==> src/pkg/drsp_map.vh <==
// Constants for the reference select and process controller
`ifndef DRSP_MAP_VH
`define DRSP_MAP_VH
`define DRSP_CFG_OPEN 2'h0
`define DRSP_CFG_CLOSED 2'h3
`define DRSP_SITE_LINKED 2'h0
`define DRSP_SITE_REMOTE 2'h1
`define DRSP_SITE_LOCAL 2'h2
`define DRSP_ACT_NORMAL 1'h0
`define DRSP_ACT_INVERSE 1'h1
`define DRSP_FB_AIN54 2'h0
`define DRSP_FB_AIN53 2'h1
`define DRSP_FB_BUS 2'h2
`define DRSP_FB_AUX 2'h3
`define DRSP_TI_OFF 14'h2710
`define DRSP_LOCAL_RST 16'h0000
`define DRSP_RAMP_STEP 16'h0010
`define DRSP_PID_PERIOD_US 1000
`define DRSP_CLK_MHZ 50
`define DRSP_PID_CYCLES (`DRSP_PID_PERIOD_US * `DRSP_CLK_MHZ)
`define DRSP_LREF_STEP 16'h0001
`endif

==> src/rtl/drsp_core.v <==
// Hand/auto reference selection, ramp, limits and PI process controller
//
// Contract
// RULE1: Open loop: ramp then speed limit reference
// RULE2: Output clamped to maximum output frequency
// RULE3: Closed loop: speed driven by PID controller
// RULE4: Keys act only when individually enabled; key_up and key_down have no enable and act in hand mode
// RULE5: Hand key: hand mode, local reference
// RULE6: Auto key: auto mode, remote reference, remote control
// RULE7: Site Local: local reference always active
// RULE8: Site Remote: remote reference always active
// RULE9: Linked site follows last hand/auto mode
// RULE10: Exactly one reference active at once
// RULE11: Local reference kept across power-down
// RULE12: Loop mode applies only with remote reference
// RULE13: Closed loop reduces feedback-setpoint error
// RULE14: Normal lowers, inverse raises speed on excess
// RULE15: Proportional term scaled by configured gain
// RULE16: Integrate error; maximum integral time disables it
// RULE17: Selectable feedback source, analog 54 default
// RULE18: Fixed update interval, output within speed limits
`timescale 1ns/1ps
`include "drsp_map.vh"
module drsp_core #(
	parameter PID_CYCLES = `DRSP_PID_CYCLES
) (
	// Clock and reset
	input wire clk,
	input wire reset,
	// Operator keypad keys, pulses from the keypad logic
	input wire key_hand,
	input wire key_off,
	input wire key_auto,
	input wire key_reset,
	input wire key_up,
	input wire key_down,
	// Key enables
	input wire en_hand,
	input wire en_off,
	input wire en_auto,
	input wire en_reset,
	// Remote commands from digital inputs or serial link
	input wire remote_start,
	input wire remote_stop,
	input wire [15:0] remote_ref,
	// Retained local reference, from nonvolatile store
	input wire [15:0] local_ref_saved,
	input wire local_ref_load,
	// Configuration
	input wire [1:0] cfg_mode,
	input wire [1:0] ref_site,
	input wire pid_inverse,
	input wire [15:0] pid_kp,
	input wire [13:0] pid_ti,
	input wire [1:0] fb_select,
	input wire [15:0] speed_min,
	input wire [15:0] speed_max,
	input wire [15:0] freq_max,
	input wire [15:0] ramp_step,
	// Feedback sources
	input wire [15:0] fb_ain54,
	input wire [15:0] fb_ain53,
	input wire [15:0] fb_bus,
	input wire [15:0] fb_aux,
	// Status and outputs
	output reg hand_mode,
	output reg running,
	output reg alarm_clear,
	output wire local_active,
	output reg [15:0] local_ref,
	output reg [15:0] motor_cmd
);
	reg auto_q;
	reg [15:0] ramp_q;
	reg signed [31:0] integ_q;
	reg signed [31:0] pi_q;
	reg [15:0] ti_div_q;
	// Remote command synchroniser stages
	reg [1:0] rcmd_s1_q;
	reg [1:0] rcmd_s2_q;
	reg [1:0] rcmd_s3_q;
	reg [1:0] rcmd_q;
	reg use_local;
	reg [15:0] fb;
	wire tick;
	wire hand_go;
	wire auto_go;
	wire off_go;
	wire closed;
	wire [15:0] target;
	wire signed [16:0] err;
	wire signed [16:0] err_dir;
	wire signed [33:0] p_term;
	wire signed [31:0] pi_sum;
	wire [15:0] pi_speed;

	function [15:0] clamp16;
		input [15:0] v;
		input [15:0] lo;
		input [15:0] hi;
		begin
			if (v < lo)
				clamp16 = lo;
			else if (v > hi)
				clamp16 = hi;
			else
				clamp16 = v;
		end
	endfunction

	function [15:0] sat_u16;
		input signed [31:0] v;
		begin
			if (v < 32'sd0)
				sat_u16 = 16'h0000;
			else if (v > 32'sd65535)
				sat_u16 = 16'hffff;
			else
				sat_u16 = v[15:0];
		end
	endfunction

	// Moves at most one step toward the target per call
	function [15:0] ramp_toward;
		input [15:0] cur;
		input [15:0] tgt;
		input [15:0] step;
		begin
			if (tgt > cur) begin
				if (tgt - cur > step)
					ramp_toward = cur + step;
				else
					ramp_toward = tgt;
			end else if (cur - tgt > step) begin
				ramp_toward = cur - step;
			end else begin
				ramp_toward = tgt;
			end
		end
	endfunction

	drsp_tick #(
		.PERIOD(PID_CYCLES)
	) u_tick (
		.clk(clk),
		.reset(reset),
		.tick(tick)
	);

	// Remote commands come from pins; three stages, second and third must agree
	always @(posedge clk) begin
		if (reset) begin
			rcmd_s1_q <= 2'h0;
			rcmd_s2_q <= 2'h0;
			rcmd_s3_q <= 2'h0;
			rcmd_q <= 2'h0;
		end else begin
			rcmd_s1_q <= {remote_stop, remote_start};
			rcmd_s2_q <= rcmd_s1_q;
			rcmd_s3_q <= rcmd_s2_q;
			// Each bit moves only when both late stages show the new level
			rcmd_q <= (rcmd_s2_q & rcmd_s3_q) | (rcmd_q & (rcmd_s2_q | rcmd_s3_q));
		end
	end

	// Enabled keys; a disabled key is dropped without notice
	assign hand_go = key_hand && en_hand; // RULE4
	assign auto_go = key_auto && en_auto; // RULE4
	assign off_go = key_off && en_off; // RULE4

	// Hand/auto/off keypad handling
	always @(posedge clk) begin
		if (reset) begin
			hand_mode <= 1'b0;
			auto_q <= 1'b0;
			running <= 1'b0;
			alarm_clear <= 1'b0;
		end else begin
			alarm_clear <= key_reset & en_reset; // RULE4
			if (hand_go) begin
				hand_mode <= 1'b1; // RULE5
				auto_q <= 1'b0;
				running <= 1'b1; // RULE4
			end else if (auto_go) begin
				hand_mode <= 1'b0; // RULE6
				auto_q <= 1'b1;
			end else if (off_go) begin
				// Mode memory kept so linked site stays as before off
				running <= 1'b0; // RULE4
			end else if (auto_q && !hand_mode) begin
				if (rcmd_q[0])
					running <= 1'b1; // RULE6
				else if (rcmd_q[1])
					running <= 1'b0; // RULE6
			end
		end
	end

	// Single select bit, so both or neither can never be active
	always @* begin
		use_local = hand_mode; // RULE10
		case (ref_site)
			`DRSP_SITE_LOCAL: begin
				use_local = 1'b1; // RULE7
			end
			`DRSP_SITE_REMOTE: begin
				use_local = 1'b0; // RULE8
			end
			default: begin
				use_local = hand_mode; // RULE9
			end
		endcase
	end
	assign local_active = use_local;

	// Local reference, cleared by reset, restored from the retained copy on local_ref_load
	// Saving the copy to the store lies outside this block
	always @(posedge clk) begin
		if (reset) begin
			local_ref <= `DRSP_LOCAL_RST;
		end else if (local_ref_load) begin
			local_ref <= local_ref_saved; // RULE11
		end else if (hand_mode && key_up && local_ref != 16'hffff) begin
			local_ref <= local_ref + `DRSP_LREF_STEP; // RULE5
		end else if (hand_mode && key_down && local_ref != 16'h0000) begin
			local_ref <= local_ref - `DRSP_LREF_STEP; // RULE5
		end
	end

	// Loop mode matters only on the remote reference
	assign closed = !use_local && (cfg_mode == `DRSP_CFG_CLOSED); // RULE12 RULE3
	assign target = use_local ? local_ref : remote_ref;

	// Feedback source; the first analog input is the default
	always @* begin
		fb = fb_ain54;
		case (fb_select)
			`DRSP_FB_AIN54: begin
				fb = fb_ain54; // RULE17
			end
			`DRSP_FB_AIN53: begin
				fb = fb_ain53;
			end
			`DRSP_FB_BUS: begin
				fb = fb_bus;
			end
			default: begin
				fb = fb_aux;
			end
		endcase
	end

	// Positive error means speed must rise with normal action, fall with inverse
	assign err = {1'b0, target} - {1'b0, fb}; // RULE13
	assign err_dir = (pid_inverse == `DRSP_ACT_INVERSE) ? -err : err; // RULE14
	assign p_term = (err_dir * $signed({1'b0, pid_kp})) >>> 8; // RULE15
	assign pi_sum = p_term[31:0] + integ_q;
	assign pi_speed = sat_u16(pi_q);

	// PI update on the fixed tick; integrator steps once per pid_ti+1 ticks
	always @(posedge clk) begin
		if (reset || !closed || !running) begin
			integ_q <= 32'sd0;
			pi_q <= 32'sd0;
			ti_div_q <= 16'h0000;
		end else if (tick) begin // RULE18
			pi_q <= pi_sum; // RULE3
			// Maximum integral time turns the integrator off
			if (pid_ti >= `DRSP_TI_OFF) begin
				integ_q <= 32'sd0; // RULE16
			end else if (ti_div_q >= {2'b00, pid_ti}) begin
				ti_div_q <= 16'h0000;
				// Clamp guards against windup at the saturation limits
				if (!(pi_speed >= speed_max && err_dir > 0) &&
					!(pi_speed <= speed_min && err_dir < 0))
					integ_q <= integ_q + p_term[31:0]; // RULE16
			end else begin
				ti_div_q <= ti_div_q + 16'h0001;
			end
		end
	end

	// Ramp limiter in open loop only, then speed and frequency limits
	always @(posedge clk) begin
		if (reset) begin
			ramp_q <= 16'h0000;
			motor_cmd <= 16'h0000;
		end else begin
			if (!running) begin
				ramp_q <= 16'h0000;
			end else if (closed) begin
				ramp_q <= clamp16(pi_speed, speed_min, speed_max); // RULE18
			end else begin
				// Open loop: ramp first, speed limits applied below
				// One step per clock, so ramp_step sets the slew per cycle
				ramp_q <= ramp_toward(ramp_q, target, ramp_step); // RULE1
			end
			if (!running)
				motor_cmd <= 16'h0000;
			else
				motor_cmd <= clamp16(clamp16(ramp_q, speed_min, speed_max),
					16'h0000, freq_max); // RULE1 RULE2
		end
	end
endmodule

==> src/rtl/drsp_tick.v <==
// Divider giving one-cycle enable pulses for the controller update
`timescale 1ns/1ps
module drsp_tick #(
	parameter PERIOD = 50000
) (
	// Clock and reset
	input wire clk,
	input wire reset,
	// Pulse out
	output reg tick
);
	reg [31:0] cnt_q;
	always @(posedge clk) begin
		if (reset) begin
			cnt_q <= 32'h00000000;
			tick <= 1'b0;
		end else if (cnt_q >= PERIOD - 1) begin
			cnt_q <= 32'h00000000;
			tick <= 1'b1;
		end else begin
			cnt_q <= cnt_q + 32'h00000001;
			tick <= 1'b0;
		end
	end
endmodule

==> config.mk <==
export PLATFORM = sky130hd
export DESIGN_NAME = drsp_core
export DESIGN_NICKNAME = d
export VERILOG_FILES = /design/src/rtl/drsp_core.v /design/src/rtl/drsp_tick.v
export VERILOG_INCLUDE_DIRS = /design/src /design/src/pkg
export SDC_FILE = /design/constraint.sdc
export NUM_CORES = 2
export LEC_CHECK = 0
export BUFFER_PORTS_ARGS = -buffer_cell sky130_fd_sc_hd__buf_2
export CORE_ASPECT_RATIO = 1.5
export CORE_UTILIZATION = 65
export CTS_CLUSTER_SIZE = 8
export DETAILED_ROUTE_END_ITERATION = 16
export PLACE_DENSITY_LB_ADDON = 0.2
export SYNTH_ARGS = -nofsm -noshare
export SYNTH_HDL_FRONTEND = slang
export SYNTH_SLANG_ARGS = --single-unit
==> constraint.sdc <==
create_clock -name clk -period 19.6 [get_ports clk]
set_input_delay 0.98 -clock clk [delete_from_list [all_inputs] [get_ports clk]]
set_output_delay 0.98 -clock clk [all_outputs]
set_load 0.1 [all_outputs]
Word-level counts from Yosys, hierarchy flattened
Cells that the tools add are included.

Register bits: 173. Memory bits (writable): 0. Memory bits (read-only): 0. Input port bits: 212. Output and inout bits: 36. Logic and storage cells: 128. Latch bits: 0. Memories: 0.

$lt $le $gt $ge: 18. Shift-type cells: 0. Bitwise logic cells: 7. Multiply operators: 1. Muxes and demuxes: 33. Reductions and logical operators: 35. Equal/unequal tests: 7. Div/mod/pow operators: 0. Add/subtract/negate cells: 11.

Operator list (count): 2-to-1 mux 16 bit (18); > comparator 16 bit (6); 2-to-1 mux 32 bit (3); one-hot mux 16 bit (3 select lines) (1); subtractor 16 bit (3); multiplier 17 x 17 -> 34 bit (1); adder 16 x 1 -> 16 bit, second input constant (2); adder 32 x 1 -> 32 bit, second input constant (1); adder 32 bit (1); >= comparator 32 x 16 -> 1 bit, second input constant (1); > comparator 32 x 17 -> 1 bit, second input constant (1); less-than comparator 16 bit (2); less-than comparator 32 x 1 -> 1 bit, second input constant (1); > comparator 17 x 1 -> 1 bit, second input constant (1); less-than comparator 17 x 1 -> 1 bit, second input constant (1); 2-to-1 mux 17 bit (1); negator 17 bit (1); subtractor 16 x 16 -> 17 bit (1); adder 16 bit (1); >= comparator 16 x 14 -> 1 bit (1); >= comparator 16 bit (1); less-or-equal comparator 16 bit (1); less-than comparator 16 x 1 -> 1 bit, second input constant (1); != test 16 bit, second input constant (1); other kinds (23) (60).

Longest topological paths before layout
Word-level depth: 13. Mapped depth: 54. Mapped depth without buffers: 52.

By module
A second synthesis with hierarchy kept.

Cell total of the unflattened synthesis: 3386. Area total of the unflattened synthesis: 27905.5 um^2.

Modules (own cells, without submodules): drsp_core (times used 1, area each 26774.4 um^2, cells each 3275); drsp_tick (times used 1, area each 1131.1 um^2, cells each 111).

Least setup slack after synthesis
OpenSTA, ideal clock, no wires.

Kind: in2reg. Start: input port ref_site[0]. End: register integ_q[25]. Stages on the path: 54. Setup slack: 6334 ps. Required time: 19541 ps. Arrival time: 13207 ps. Setup time: 59 ps. Path through: inv_1 ha_1 mux2i_1 buf_1 clkbuf_1 mux2i_1 ha_1 inv_1 fa_1 a211o_1 nand3_1 o311ai_1 a21o_1 a211oi_1 nand4_1 nand2_1 xnor2_1 clkbuf_1 (+18 left out) a31oi_1 nor2b_1 o21a_1 nor2_1 xnor2_1 ha_1 a21o_1 nand2_1 nand2_1 a221o_1 a21oi_1 o21ai_0 a41o_1 and3_1 a2111oi_0 nand2_1 nor2_1 o31a_1.

Word-level cells in the longest chain between the ends: 12. Elaborated cells on any way between the ends: 26. Those cells by class: 3 x add/sub; 1 x mul; 2 x order compare; 2 x eq/ne; 6 x mux; 12 x reduce/logical.

RTL lines: start: declaration (RTL line drsp_core.v:51) `input wire [1:0] ref_site,`; == test 2 x 1 -> 1 bit / == test 2 bit (equally long branches) (RTL line drsp_core.v:202) `case (ref_site)`; one-hot mux 1 bit (2 select lines) * (RTL line drsp_core.v:202); branches (longest 10 deep; another with multiplier 17 x 17 -> 34 bit); end signal: assignment (RTL line drsp_core.v:276) `integ_q <= integ_q + p_term[31:0];`; end: declaration (RTL line drsp_core.v:75) `reg signed [31:0] integ_q;`.

Every way passes the cells marked *. The select of a mux whose other input is x is not followed. A chain may end at the register's enable or synchronous reset.

Final worst setup path
Same ends and word-level chain as after synthesis.

==> metrics.txt <==
# TYPE chip_impl_metric gauge
chip_impl_metric{name="compound_cell_area_share_of_the_yosys_netlist",unit=""} 0.1602
chip_impl_metric{name="worst-slew-pin-transition",unit="ns"} 1.185
chip_impl_info{name="synth.area.top_cells",value="sky130_fd_sc_hd__fa_1, sky130_fd_sc_hd__ha_1, sky130_fd_sc_hd__dfxtp_1, sky130_fd_sc_hd__inv_1, sky130_fd_sc_hd__xnor2_1"} 1
chip_impl_info{name="regToRegEndpoint",value="integ_q[25]$_SDFFE_PP0P_"} 1
chip_impl_info{name="timing.critical_path.from_type",value="input port"} 1
chip_impl_metric{name="ff2ff_setup_slack",unit="ns"} 6.04
chip_impl_metric{name="clkLatencyLatePin",unit="ns"} 0.46
chip_impl_metric{name="placedCellCount",unit=""} 3930
chip_impl_metric{name="route.detailed.vias_per_inst",unit=""} 6.069
chip_impl_metric{name="timing.critical_path.slowest_cell_delay",unit="ns"} 0.69
chip_impl_metric{name="max_freq",unit="MHz"} 70.94
chip_impl_metric{name="fillers",unit=""} 3326
chip_impl_metric{name="dpl.hpwl",unit="um"} 66070
chip_impl_metric{name="final.setup.tns",unit="ns"} 0
chip_impl_metric{name="initial_detailed_routing_violation_count",unit=""} 1623
chip_impl_metric{name="postRouteWirelength",unit="um"} 79440
chip_impl_metric{name="cts_resized",unit=""} 0
chip_impl_metric{name="detailedRoute.firstPassIterationCount",unit=""} 5
chip_impl_metric{name="final-hold-violation-count",unit=""} 0
chip_impl_metric{name="edff_count_synth",unit=""} 0
chip_impl_metric{name="core_area",unit="um2"} 41100
chip_impl_metric{name="numCtsBuffers",unit=""} 17
chip_impl_metric{name="period_share",unit=""} 0.7192
chip_impl_info{name="worstHoldStart",value="rcmd_s1_q[0]$_SDFF_PP0_"} 1
chip_impl_metric{name="mappedNetlistArea",unit="um2"} 27050
chip_impl_metric{name="postSynthAreaPerCell",unit="um2"} 8.473
chip_impl_metric{name="antenna_found_initial",unit=""} 6
chip_impl_metric{name="maxSlewViolCount",unit=""} 0
chip_impl_metric{name="cap_viol_max_count",unit=""} 0
chip_impl_metric{name="synth_sequential_area_ratio",unit=""} 0.1281
chip_impl_metric{name="cts_h_tree_lvls",unit=""} 4
chip_impl_metric{name="gate_count_after_technology_mapping",unit=""} 3192
chip_impl_metric{name="synthSimpleGateAreaFrac",unit=""} 0.1572
chip_impl_metric{name="slew_headroom",unit=""} 0.2071
chip_impl_metric{name="die_y",unit="um"} 251.8
chip_impl_info{name="hold-path-endpoint",value="rcmd_s2_q[0]$_SDFF_PP0_"} 1
chip_impl_metric{name="grt_pass1_wl",unit="um"} 127300
chip_impl_info{name="setup_repair_after_global_routing_missed_its_margin",value="false"} 1
chip_impl_metric{name="floorplan.die.width",unit="um"} 168.6
chip_impl_metric{name="setup_violations",unit=""} 0
chip_impl_metric{name="tritoncts_num_sinks",unit=""} 173
chip_impl_metric{name="dpl_worst_slack",unit="ns"} 4.741
chip_impl_metric{name="place.port_buffers",unit=""} 247
chip_impl_metric{name="maximum_number_of_pins_on_one_net_before_global_route_repair",unit=""} 51
chip_impl_metric{name="grt_util_all_layers",unit=""} 0.3821
chip_impl_info{name="timing_worst_setup_path_type",value="input port to flip-flop"} 1
chip_impl_info{name="clock_tree_from_tritoncts",value="done"} 1
chip_impl_metric{name="floorplan.die_area",unit="um2"} 42450
chip_impl_info{name="ctsRootBufferMaster",value="sky130_fd_sc_hd__clkbuf_16"} 1
chip_impl_info{name="timing.critical_path.slowest_stage_cell",value="sky130_fd_sc_hd__a221oi_1"} 1
chip_impl_metric{name="final_layout_size_suffix_gt1_frac",unit=""} 0.1058
chip_impl_metric{name="final_weighted_congestion_in_routability_driven_placement",unit=""} 0.9854
chip_impl_info{name="synth_top_area_cell",value="sky130_fd_sc_hd__fa_1"} 1
chip_impl_metric{name="synth_xor_xnor_area_share",unit=""} 0.05200
chip_impl_metric{name="syn_to_final_growth",unit="%"} 8.933
chip_impl_metric{name="finClkSkew",unit="ns"} 0.01204
chip_impl_info{name="worst_hold_path_type",value="flip-flop to flip-flop"} 1
chip_impl_info{name="status",value="finished, final reports clean"} 1
chip_impl_metric{name="cp_max_fo",unit=""} 20
chip_impl_metric{name="postCtsSetupRepairBufs",unit=""} 0
chip_impl_metric{name="worst_r2r_path_depth",unit=""} 51
chip_impl_info{name="cell_repeated_most_along_the_worst_path",value="sky130_fd_sc_hd__fa_1"} 1
chip_impl_metric{name="min_path_cells",unit=""} 1
chip_impl_metric{name="muxShareOfSynthArea",unit=""} 0.04927
chip_impl_metric{name="timing.final.crit_period",unit="ns"} 14.10
chip_impl_metric{name="final_critical_path_setup_slack",unit="ns"} 5.503
chip_impl_metric{name="worst-endpoint-required",unit="ns"} 20.00
chip_impl_metric{name="avgRoutedWirePerCell",unit="um"} 20.02
chip_impl_metric{name="synth_largest_type_area_fraction",unit=""} 0.2050
chip_impl_metric{name="num_vias",unit=""} 24087
chip_impl_metric{name="stdcell_count",unit=""} 3969
chip_impl_metric{name="route.antenna.remaining_nets",unit=""} 0
chip_impl_info{name="endpoint_kind",value="flip-flop"} 1
chip_impl_metric{name="first_global_vias",unit=""} 25215
chip_impl_info{name="synth_ff_type",value="sky130_fd_sc_hd__dfxtp_1"} 1
chip_impl_metric{name="finalNetCount",unit=""} 4220
chip_impl_metric{name="io_pins",unit=""} 248
chip_impl_info{name="crit_reg_reg_startpoint",value="hand_mode$_SDFFE_PP0P_"} 1
chip_impl_metric{name="placement_rows",unit=""} 91
chip_impl_metric{name="synth-async-reset-ratio",unit=""} 0
chip_impl_metric{name="ctsHoldBuffers",unit=""} 0
chip_impl_metric{name="cts.path.max_buffers",unit=""} 2
chip_impl_metric{name="post_synth_fa_ha_maj_area_fraction",unit=""} 0.3645
chip_impl_metric{name="ys_ff_latch",unit=""} 173
chip_impl_metric{name="yosys_warnings",unit=""} 0
chip_impl_metric{name="initial_utilization",unit=""} 0.6580
chip_impl_metric{name="detail_route.drc_violations",unit=""} 0
chip_impl_metric{name="clock_pin_slew_on_the_worst_setup_and_hold_paths",unit="ns"} 0.07
chip_impl_metric{name="grt.overflow.total",unit=""} 0
chip_impl_metric{name="netlist-cell-type-count",unit=""} 89
chip_impl_metric{name="wp_data_arrival",unit="ns"} 14.50
chip_impl_info{name="synth_top_family_by_area",value="adder cells"} 1
## state kept, by name, indices dropped and copies added (netlist names)
| name | cells |
|---|---|
| hand_mode | 1 |
| running | 1 |
| integ_q | 32 |
| ti_div_q | 16 |
| motor_cmd | 16 |
| alarm_clear | 1 |
| pi_q | 32 |
| u_tick.cnt_q | 32 |
| rcmd_s1_q | 2 |
| local_ref | 16 |
| rcmd_s2_q | 2 |
| auto_q | 1 |
| u_tick.tick | 1 |
| rcmd_q | 2 |
| ramp_q | 16 |
| rcmd_s3_q | 2 |
## cell type report
type                    count  area [um2]  share of cell area
multi-input cells        2402       21310              0.7231
flip-flops and latches    173        3465              0.1176
diodes                      7       17.52           0.0005946
well taps                 558       698.2             0.02370
clock buffers              17       425.4             0.01444
repair buffers            271        1416             0.04807
clock inverters            15       160.2            0.005436
inverters                 526        1974             0.06701
## worst max-delay path by stage
| stage | start | endpoint | slack [ns] |
|---|---|---|---|
| after global routing | ref_site[0] | integ_q[25]$_SDFFE_PP0P_ | 4.60 |
| after floorplan | ref_site[0] | integ_q[25]$_SDFFE_PP0P_ | 6.33 |
| after CTS | ref_site[0] | integ_q[25]$_SDFFE_PP0P_ | 5.17 |
| after global placement | ref_site[0] | integ_q[25]$_SDFFE_PP0P_ | 5.05 |
| final | ref_site[0] | integ_q[25]$_SDFFE_PP0P_ | 5.50 |
| after detailed placement | ref_site[0] | integ_q[25]$_SDFFE_PP0P_ | 4.74 |
## cells by family (layout without fill, tap and decap cells)
kind of cell               count (synthesis)  count (layout)
and+or+nand+nor                          862             862
buffers and inverters                    632             829
AOI/OAI and AO/OA                        630             630
adders and majority gates                623             623
DFF                                      173             173
xor gates and xnor gates                 159             159
muxes                                    112             112
other                                      1              23
## cells in the final DEF, fill, tap and decap left out, types with 26 or more instances in the layout
cell	count
sky130_fd_sc_hd__nand4_1	43
sky130_fd_sc_hd__fa_1	277
sky130_fd_sc_hd__nor2b_1	50
sky130_fd_sc_hd__o21ai_0	100
sky130_fd_sc_hd__a21oi_1	151
sky130_fd_sc_hd__nand2_1	229
sky130_fd_sc_hd__nor3_1	28
sky130_fd_sc_hd__ha_1	340
sky130_fd_sc_hd__nand3_1	46
sky130_fd_sc_hd__and3_1	26
sky130_fd_sc_hd__xor2_1	52
sky130_fd_sc_hd__nor2_1	213
sky130_fd_sc_hd__inv_1	525
sky130_fd_sc_hd__mux2i_1	86
sky130_fd_sc_hd__and2_1	145
sky130_fd_sc_hd__o21a_1	38
sky130_fd_sc_hd__o21bai_1	30
sky130_fd_sc_hd__a21o_1	78
sky130_fd_sc_hd__dfxtp_1	172
sky130_fd_sc_hd__xnor2_1	103
sky130_fd_sc_hd__a22o_1	33
sky130_fd_sc_hd__buf_2	247
## layer usage
| layer | vias up | global-route usage | wire length (um) |
|---|---|---|---|
| li1 | 11096 | - | - |
| met1 | 11625 | 0.4079 | 28600 |
| met2 | 1021 | 0.6966 | 40810 |
| met3 | 345 | 0.05412 | 4446 |
| met4 | 0 | 0.2545 | 5585 |
| met5 | - | 0 | 0 |
## synth_stat cells (7+ instances only)
cell type and n:
sky130_fd_sc_hd__a211o_1 9, sky130_fd_sc_hd__a211oi_1 21, sky130_fd_sc_hd__a21o_1 78, sky130_fd_sc_hd__a21oi_1 151
sky130_fd_sc_hd__a221oi_1 13, sky130_fd_sc_hd__a22o_1 33, sky130_fd_sc_hd__a31oi_1 20, sky130_fd_sc_hd__a32o_1 9
sky130_fd_sc_hd__and2_1 145, sky130_fd_sc_hd__and3_1 26, sky130_fd_sc_hd__clkbuf_1 92, sky130_fd_sc_hd__dfxtp_1 173
sky130_fd_sc_hd__fa_1 277, sky130_fd_sc_hd__ha_1 340, sky130_fd_sc_hd__inv_1 525, sky130_fd_sc_hd__mux2_2 9
sky130_fd_sc_hd__mux2i_1 87, sky130_fd_sc_hd__mux4_2 16, sky130_fd_sc_hd__nand2_1 229, sky130_fd_sc_hd__nand2b_1 25
sky130_fd_sc_hd__nand3_1 46, sky130_fd_sc_hd__nand4_1 43, sky130_fd_sc_hd__nor2_1 213, sky130_fd_sc_hd__nor2b_1 50
sky130_fd_sc_hd__nor3_1 28, sky130_fd_sc_hd__nor4_1 19, sky130_fd_sc_hd__o211ai_1 11, sky130_fd_sc_hd__o21a_1 38
sky130_fd_sc_hd__o21ai_0 100, sky130_fd_sc_hd__o21bai_1 30, sky130_fd_sc_hd__o221ai_1 11, sky130_fd_sc_hd__o22ai_1 10
sky130_fd_sc_hd__o2bb2ai_1 9, sky130_fd_sc_hd__o31ai_1 13, sky130_fd_sc_hd__o41ai_1 8, sky130_fd_sc_hd__or2_2 7
sky130_fd_sc_hd__or4_1 7, sky130_fd_sc_hd__xnor2_1 106, sky130_fd_sc_hd__xor2_1 52
## worst max-delay path: cells and delay by family
| family | cells | cell delay, ns |
|---|---|---|
| fa+ha+maj | 11 | 4.55 |
| buf+inv | 9 | 1.01 |
| xor+xnor | 3 | 0.51 |
| mux | 2 | 0.55 |
| simple gates | 10 | 1.35 |
| compound gates | 19 | 5.50 |
## per-stage QoR
stage | area [um2] | utilization | hold WS (ns)
floorplan | 27100 | - | 0.4130
global placement | 28850 | 0.7019 | 0.4257
detailed placement | 28850 | 0.7019 | 0.4304
CTS | 29440 | 0.7162 | 0.4593
global route | 29450 | 0.7164 | 0.4659
finish | 29460 | 0.7168 | 0.4532
Power is left out: the tool's default activity adds up to more than one toggle a clock period on the data nets, which glitch-free logic cannot reach.
